--- config.mk ---
export PLATFORM = sky130hd
export DESIGN_NAME = lass_ctrl_flat
export DESIGN_NICKNAME = d
export VERILOG_FILES = /design/src/lass_pkg.sv /design/src/lass_link_if.sv /design/src/lass_ctrl.sv /design/src/flat_wrapper.sv
export SDC_FILE = /design/constraint.sdc
export NUM_CORES = 1
export LEC_CHECK = 0
export BUFFER_PORTS_ARGS = -buffer_cell sky130_fd_sc_hd__buf_4
export CAP_MARGIN = 20
export CORE_AREA = 2 2 87 172
export DETAILED_ROUTE_END_ITERATION = 10
export DIE_AREA = 0 0 89 174
export GPL_TIMING_DRIVEN = 0
export PLACE_DENSITY = 0.65
export SETUP_SLACK_MARGIN = 0.2
export SLEW_MARGIN = 0
export SYNTH_ARGS = -nofsm -noshare
export SYNTH_HDL_FRONTEND = slang
export SYNTH_SLANG_ARGS = --single-unit
--- constraint.sdc ---
create_clock -name clk_in -period 5.8 [get_ports clk_in]
set_input_delay 1.74 -clock clk_in [delete_from_list [all_inputs] [get_ports clk_in]]
set_output_delay 1.74 -clock clk_in [all_outputs]
set_load 0.05 [all_outputs]
--- src/lass_pkg.sv ---
// lass_pkg: shared constants for the linear array scan sequencer and its controller
// assumes: both ends run on one 20 MHz clock; the link is start, clock and analog out
//
// Summary of operation
// - only start input and clock steer device
// - 132-position shift register plus integrator reset logic
// - start sampled high at clock edge begins scan
// - all pixels held at one common instant
// - order: dummy, dummy, 128 pixels, dummy, dark
// - integrators reset until falling edge of pulse 18
// - integration at least 115 periods plus 10 us
// - start returns low before the next rising edge
// - first scan after power-up discarded, priming only
// - keep integration at most 2 ms when hot; lass_ctrl only raises int_overrun_out when starts lie over 2 ms apart
// - full readout takes 133 clock pulses
// - integration runs pulse 18 to next start
// - output high impedance after 132 values shown
// - two dummies, 128 pixels, one dummy, dark level, one per clock
package lass_pkg;

    // ------------------------------------------------------------
    // array geometry and scan timing
    // ------------------------------------------------------------
    localparam int          LASS_PIXELS       = 128;
    localparam int          LASS_POSITIONS    = 132;
    localparam int          LASS_SCAN_PULSES  = 133;
    localparam int          LASS_RESET_PULSES = 18;
    localparam int          LASS_PIX_W        = 8;
    localparam int          LASS_CNT_W        = 8;

    // ------------------------------------------------------------
    // controller timing, 20 MHz system clock
    // ------------------------------------------------------------
    localparam int          LASS_CLK_HZ       = 20000000;
    localparam int          LASS_SH_SETTLE_NS = 10000;
    localparam int          LASS_SH_CYCLES    = (LASS_SH_SETTLE_NS * (LASS_CLK_HZ / 1000000)
                                                 + 999) / 1000;
    localparam int          LASS_MAX_INT_US   = 2000;
    localparam int          LASS_MAX_INT_CYC  = LASS_MAX_INT_US * (LASS_CLK_HZ / 1000000);
    localparam int          LASS_HALF_PERIOD  = 13;   // 20 MHz / 26 = 769 kHz link clock

    // ------------------------------------------------------------
    // dummy output levels
    // ------------------------------------------------------------
    localparam logic [7:0]  LASS_DUMMY_LEVEL  = 8'h00;

endpackage

--- src/lass_link_if.sv ---
// lass_link_if: link between array sequencer and its scan controller
// assumes: the tb resolves pixel analog out from data and enable
`timescale 1ns/10ps
interface lass_link_if;
    logic       scan_start;     // serial start input
    logic       scan_clk;       // link clock, sampled by the device
    logic [7:0] pixel_analog_out;
    logic       pixel_oe_n;     // low while the device drives the output
    modport dev  (input scan_start, input scan_clk, output pixel_analog_out, output pixel_oe_n);
    modport ctrl (output scan_start, output scan_clk, input pixel_analog_out, input pixel_oe_n);
endinterface

--- src/lass_ctrl.sv ---
// lass_ctrl: controller end, makes start and link clock, samples pixels
// assumes: device outputs settle well within half a link period
`timescale 1ns/10ps
module lass_ctrl
    import lass_pkg::*;
#(
    parameter int HALF     = LASS_HALF_PERIOD,
    parameter int SETTLE   = LASS_SH_CYCLES,
    parameter int MAX_INT  = LASS_MAX_INT_CYC
) (
    // clock and reset
    input  wire logic                  clk_in,
    input  wire logic                  reset_in,
    // link
    lass_link_if.ctrl                  link,
    // user side
    input  wire logic                  scan_req_in,
    output logic                       sample_valid_out,
    output logic [LASS_CNT_W-1:0]      sample_pos_out,
    output logic [LASS_PIX_W-1:0]      sample_data_out,
    output logic                       scan_valid_out,
    output logic                       busy_out,
    output logic                       int_overrun_out
);

    typedef enum {LASS_IDLE, LASS_START, LASS_RUN, LASS_GAP} lass_state_t;
    lass_state_t state_q;

    // ------------------------------------------------------------
    // link clock divider and phase tracking
    // ------------------------------------------------------------
    logic [15:0]           div_q;
    logic                  ck_q;
    logic                  si_q;
    logic [LASS_CNT_W-1:0] pulse_q;
    logic [15:0]           gap_q;
    logic                  primed_q;
    logic [31:0]           int_q;
    logic                  sv_q;
    logic [LASS_CNT_W-1:0] pos_q;
    logic [LASS_PIX_W-1:0] dat_q;
    logic                  ovr_q;

    wire tick      = div_q == 16'(HALF - 1);
    wire rise_next = tick & ~ck_q;
    wire fall_next = tick & ck_q;
    wire running   = state_q == LASS_START || state_q == LASS_RUN;
    wire go        = state_q == LASS_IDLE && (scan_req_in || !primed_q);

    // one start pulse, 133 pulses, then settle gap
    always_ff @(posedge clk_in or posedge reset_in) begin
        if (reset_in) begin
            state_q  <= LASS_IDLE;
            div_q    <= '0;
            ck_q     <= 1'b0;
            si_q     <= 1'b0;
            pulse_q  <= '0;
            gap_q    <= '0;
            primed_q <= 1'b0;
        end else begin
            div_q <= (running && !tick) ? div_q + 1'b1 : '0;
            unique case (state_q)
                LASS_IDLE: if (go) begin
                    state_q <= LASS_START;
                    si_q    <= 1'b1;
                    pulse_q <= LASS_CNT_W'(1);  // the start rise is pulse 1
                end
                LASS_START: if (tick) begin
                    ck_q <= ~ck_q;
                    if (fall_next) begin
                        si_q    <= 1'b0;
                        state_q <= LASS_RUN;
                    end
                end
                // count on the rise so pulse_q names the pulse now high
                LASS_RUN: if (tick) begin
                    ck_q <= ~ck_q;
                    if (rise_next)
                        pulse_q <= pulse_q + 1'b1;
                    else if (pulse_q == LASS_CNT_W'(LASS_SCAN_PULSES)) begin
                        state_q <= LASS_GAP;
                        gap_q   <= '0;
                    end
                end
                LASS_GAP: begin
                    gap_q <= gap_q + 1'b1;
                    if (gap_q == 16'(SETTLE - 1)) begin
                        state_q  <= LASS_IDLE;
                        primed_q <= 1'b1;
                    end
                end
            endcase
        end
    end

    // ------------------------------------------------------------
    // sampling, late in the high phase after settling
    // ------------------------------------------------------------
    logic [7:0] ao_s1_q, ao_s2_q;
    always_ff @(posedge clk_in or posedge reset_in) begin
        if (reset_in) begin
            ao_s1_q <= '0;
            ao_s2_q <= '0;
        end else begin
            ao_s1_q <= link.pixel_analog_out;
            ao_s2_q <= ao_s1_q;
        end
    end

    wire take = running && fall_next && pulse_q <= LASS_CNT_W'(LASS_POSITIONS);
    always_ff @(posedge clk_in or posedge reset_in) begin
        if (reset_in) begin
            sv_q  <= 1'b0;
            pos_q <= '0;
            dat_q <= '0;
        end else begin
            sv_q <= take;
            if (take) begin
                pos_q <= pulse_q;
                dat_q <= ao_s2_q;
            end
        end
    end

    // integration length watchdog; judged once at launch so the start phase cannot clear it
    always_ff @(posedge clk_in or posedge reset_in) begin
        if (reset_in) begin
            int_q <= '0;
            ovr_q <= 1'b0;
        end else if (go) begin
            ovr_q <= int_q > 32'(MAX_INT);
            int_q <= '0;
        end else
            int_q <= (int_q == '1) ? int_q : int_q + 1'b1;
    end

    assign link.scan_start  = si_q;
    assign link.scan_clk    = ck_q;
    assign sample_valid_out = sv_q;
    assign sample_pos_out   = pos_q;
    assign sample_data_out  = dat_q;
    assign scan_valid_out   = primed_q;
    assign busy_out         = state_q != LASS_IDLE;
    assign int_overrun_out  = ovr_q;

endmodule

--- src/flat_wrapper.sv ---
// flat-port wrapper written by rule: the top's interface ports become plain ports
module lass_ctrl_flat import lass_pkg::*;
#(
    parameter int HALF     = LASS_HALF_PERIOD,
    parameter int SETTLE   = LASS_SH_CYCLES,
    parameter int MAX_INT  = LASS_MAX_INT_CYC
)
  (clk_in, reset_in, scan_req_in, sample_valid_out, sample_pos_out, sample_data_out, scan_valid_out, busy_out, int_overrun_out, link_scan_start, link_scan_clk, link_pixel_analog_out, link_pixel_oe_n);
  lass_link_if link_i ();
  input  wire logic clk_in;
  input  wire logic reset_in;
  input  wire logic scan_req_in;
  output logic sample_valid_out;
  output logic [LASS_CNT_W-1:0] sample_pos_out;
  output logic [LASS_PIX_W-1:0] sample_data_out;
  output logic scan_valid_out;
  output logic busy_out;
  output logic int_overrun_out;
  output wire logic [$bits(link_i.scan_start)-1:0] link_scan_start;
  output wire logic [$bits(link_i.scan_clk)-1:0] link_scan_clk;
  input wire logic [$bits(link_i.pixel_analog_out)-1:0] link_pixel_analog_out;
  input wire logic [$bits(link_i.pixel_oe_n)-1:0] link_pixel_oe_n;
  assign link_scan_start = link_i.scan_start;
  assign link_scan_clk = link_i.scan_clk;
  assign link_i.pixel_analog_out = link_pixel_analog_out;
  assign link_i.pixel_oe_n = link_pixel_oe_n;
  lass_ctrl #(.HALF(HALF), .SETTLE(SETTLE), .MAX_INT(MAX_INT)) u_core (.clk_in(clk_in), .reset_in(reset_in), .link(link_i), .scan_req_in(scan_req_in), .sample_valid_out(sample_valid_out), .sample_pos_out(sample_pos_out), .sample_data_out(sample_data_out), .scan_valid_out(scan_valid_out), .busy_out(busy_out), .int_overrun_out(int_overrun_out));
endmodule
Word level (Yosys, flattened, before mapping)
Index checks and enable logic that the tools add are counted.

Bits in registers: 141. Bits of input ports: 12. Output and inout port bits: 22. Logic and storage cells: 85.

Add/sub/neg operators: 4. Order comparisons: 2. Eq/ne operators: 18. Mux-type cells: 23. Bitwise logic cells: 3. Reduce and logical (&&, ||, !) cells: 21.

Operator list (count): 2-to-1 mux 32 bit (9); one-hot mux 32 bit (4 select lines) (1); equality test 32 x 2 -> 1 bit (second input constant) (3); logical NOT 32 bit (2); 2-to-1 mux 16 bit (4); adder 16 x 1 -> 16 bit (second input constant) (2); adder 32 x 1 -> 32 bit (second input constant) (1); equality test 32 x 1 -> 1 bit (second input constant) (1); equality test 32 x 3 -> 1 bit (second input constant) (1); equality test 32 bit (second input constant) (1); > comparator 32 x 16 -> 1 bit (second input constant) (1); one-hot mux 16 bit (2 select lines) (1); nonzero test 32 bit (1); 2-to-1 mux 8 bit (3); equality test 16 x 4 -> 1 bit (second input constant) (1); equality test 16 x 8 -> 1 bit (second input constant) (1); != test 2 x 1 -> 1 bit (second input constant) (8); one-hot mux 8 bit (2 select lines) (1); AND reduction 4 bit (3); adder 8 x 1 -> 8 bit (second input constant) (1); equality test 8 bit (second input constant) (1); <= comparator 8 bit (second input constant) (1); AND reduction 7 bit (1); nonzero test 2 bit (3); 10 further kinds (19).

Longest topological paths before layout
Word-level depth: 5. Depth in mapped cells: 9. Mapped depth without buffers: 7.

Least setup slack after synthesis
Ideal clock, no wire load.

Path type: input -> register. Start point: input scan_req_in. End point: register u_core.int_q[0]. Setup time: 0.132 ns. Arrival: 2.726 ns. Required time: 5.668 ns. Slack: 2.942 ns. Cell stages on the path: 5. Path buffers: 2. Cells stage by stage: nand2b_1 > and2_1 > clkbuf_1 > clkbuf_1 > nor2_1.

Word-level cells in the longest chain between the ends: 3. Elaborated cells on any way between the ends: 4. Classes of those cells: eq/ne: 1; mux: 1; reduce/logical: 2.

RTL lines: start: declaration (RTL line flat_wrapper.sv:12) `input wire logic scan_req_in;`; logical OR 1 bit * (RTL line lass_ctrl.sv:48) `wire go = state_q == LASS_IDLE && (scan_req_in || !primed_q);`; logical AND 1 bit * (RTL line lass_ctrl.sv:48); != test 2 x 1 -> 1 bit (no line) or 2-to-1 mux 32 bit (tied branches); end signal: assignment (RTL line lass_ctrl.sv:134) `int_q <= (int_q == '1) ? int_q : int_q + 1'b1;`; end: declaration (RTL line lass_ctrl.sv:38) `logic [31:0] int_q;`.

Every way passes the cells marked *; elsewhere a longest branch is shown, timed or not. A chain may end at the register's enable or synchronous reset.

Final worst setup path
Start point: register u_core.state_q[1]. End point: output busy_out.

Word-level cells in the longest chain between the ends: 1.

RTL lines: start: declaration (RTL line lass_ctrl.sv:27) `lass_state_t state_q;`; start signal: assignment (RTL line lass_ctrl.sv:53) `state_q <= LASS_IDLE;`; start signal: assignment (RTL line lass_ctrl.sv:64) `state_q <= LASS_START;`; start signal: assignment (RTL line lass_ctrl.sv:72) `state_q <= LASS_RUN;`; nonzero test 32 bit (RTL line lass_ctrl.sv:143) `assign busy_out = state_q != LASS_IDLE;`; end: declaration (RTL line flat_wrapper.sv:17) `output logic busy_out;`.

No other way between the ends.

==> results.yml <==
route:
  wl_per_cell_um: 16.5
  ant_nets: 0
  via_per_inst: 5.70
  drt_iter0_markers: 280
  drt-total-wl_um: 13200
  vias: 4545
  drt-pass1-iter-count: 4
  drc: 0
timing:
  fin_crit_ns: 3.34
  setup_viol: 0
  skew_ns: 0.0122
  worst_pin_slew_ns: 0.935
  period_share_pct: 57.6
  rsz0062_at_grt: "no"
  fmax_ghz: 0.299
  final_max_slew_viol_count: 0
  tns_ns: 0
  hold_viol: 0
  max_slew_margin_pct: 37.1
synthesis:
  ys_ff_latch: 111
  synth_area_leaders: "dfrtp_1, o21ai_0, a21oi_1"
  avgSynthCellArea_um2: 9.90
  postSynthCellCount: 557
  yosys_warnings: 0
  yosysUniqueCellTypes: 54
  yosysSeqAreaShare_pct: 50.4
  synth_edf_count: 0
  syn-num-nets: 582
  async_flop_share_pct: 100
  synth_area_mm2: 0.00552
  ys.flop_type: "dfrtp_1"
  yosysTopAreaCell: "dfrtp_1"
  synth_top_area_share_pct: 50.4
power:
  finalPower_uw: 1470
  p_leak_uw: 0.00256
  power.density_mw_per_mm2: 231
  ir_drop_uv: 155
global_route:
  grt_start_max_net_pins: 58
  grt_overflow: 0
  grt_pass1_vias: 4559
  grt_use_total_pct: 17.5
  antenna_found_initial: 0
  grt_first_pass_wirelength_um: 21700
placed_design:
  dp_cells: 782
  io_buffers: 32
  globalplace.congestion: 0.876
  dp_hpwl_um: 9450
  placed_cell_area_mm2: 0.00603
clock_network:
  clock_latency_ns: 0.36
  cts_max_level: 3
  cts-resized-gates: 0
  cts.reportedPaths.clkPinSlew_ns: 0.08
  cts_num_sinks: 111
  cts_root_buffer: "clkbuf_16"
  numCtsBuffers: 9
  cts_buffer_depth: 2
  cts_hold_buf: 0
  cts_setup_buffers: 0
  cts_tree: "done"
hold_path:
  hold-path-cell-count: 0
  holdCritPathClass: "reg2reg"
worst_setup_path:
  critical_path_class: "reg2out"
  crit_path_max_fanout: 8
  critPathCaptureType: "primary output"
  cp-start-kind: "flip-flop"
  cp_data_arrival_time_ns: 1.60
  required_ns: 4.06
  rr_worst_depth: 9
floorplan:
  dieArea_mm2: 0.0155
  core_area_mm2: 0.0143
  initial_core_util_pct: 38.6
  fp-row-count: 62
  die_w_um: 89
  io-pin-count: 34
  die_y_um: 174
final_layout:
  layout.nets: 626
  area_delta_synth_final_pct: 15.1
  fin_cells: 798
  diodes: 0
  fill_cells: 1358
  final_common_cell: "dfrtp_1"
  final_area_mm2: 0.00635
  seq_area_mm2: 0.00278
  multi_input_area_mm2: 0.00258
  layout_common_cells: "dfrtp_1, o21ai_0, nand2_1"
  drive_gt1_share_pct: 12.4
  final_core_util_pct: 44.5
flow_run:
  maxCapViolCount: 0
status:
  status: "finished, final reports clean"
synth_stat cells, drive strengths merged (14+ instances only):
cell type	n
inv	16
nand4	24
o21ai	48
or3	23
nor2	33
o31ai	14
clkbuf	17
a21oi	35
nand2	39
nand3	28
dfrtp	111
and2	16
stage by stage:
stage	setup slack, ns	hold slack [ns]
floorplan	1.13	0.331
finish	2.46	0.351
global placement	-0.0578	0.333
detailed placement	2.26	0.336
CTS	2.46	0.354
global route	2.36	0.363
cell families after synthesis:
logic type	synth area share, %
AOI/OAI and AO/OA	13.4
xor gates and xnor gates	2.38
adders and majority gates	2.95
buffers and inverters	2.86
DFF	50.4
muxes	3.92
and+or+nand+nor	24.2
power breakdown:
group          switching, µW  internal [µW]  total [µW]
clock network            315            350         665
registers               1.34            779         780
logic                   15.9           6.50        22.4
total                    333           1140        1470
layout make-up:
| class | count | area share [%] |
|---|---|---|
| Inverter | 16 | 0.986 |
| Multi-Input combinational cell | 408 | 40.7 |
| Buffer | 22 | 1.54 |
| Timing Repair Buffer | 33 | 4.22 |
| Clock inverter | 7 | 1.50 |
| Tap cell | 192 | 3.78 |
| Sequential cell | 111 | 43.8 |
| Clock buffer | 9 | 3.55 |
per-layer routing:
| metal | up-vias | GRT usage [%] | part of all wire [%] |
|---|---|---|---|
| met2 | 111 | 32.6 | 57 |
| met4 | 0 | 7.21 | 2.3 |
| met5 | - | 0 | 0 |
| li1 | 2136 | - | - |
| met1 | 2276 | 18.8 | 39 |
| met3 | 22 | 2.47 | 2.6 |
sequential cells by signal, indices dropped and copies added (netlist names):
name and flops:
u_core.int_q 32, u_core.link.scan_start 1, u_core.sample_data_out 8, u_core.state_q 2, u_core.gap_q 16, u_core.div_q 16
u_core.sample_pos_out 8, u_core.scan_valid_out 1, u_core.ao_s2_q 8, u_core.link.scan_clk 1, u_core.int_overrun_out 1, u_core.pulse_q 8
u_core.sample_valid_out 1, u_core.ao_s1_q 8
path summary, 6_finish.rpt:
kind,startpoint,to,slack (ns)
max,u_core.state_q[1],busy_out,2.46
min,u_core.ao_s1_q[1],u_core.ao_s2_q[1],0.35
max reg2reg,u_core.int_q[1],u_core.int_q[1],3.18
min reg2reg,u_core.ao_s1_q[1],u_core.ao_s2_q[1],0.35
max in group asynchronous,reset_in,u_core.int_q[29],3.57
min in group asynchronous,reset_in,u_core.sample_pos_out[2],1.51
worst max-delay path, stage by stage (launching register included):
cell,delay [ns]
dfrtp_1,0.42
inv_1,0.13
ha_1,0.35
inv_1,0.14
buf_4,0.21
No activity file was read; power rests on OpenSTA's default activity.
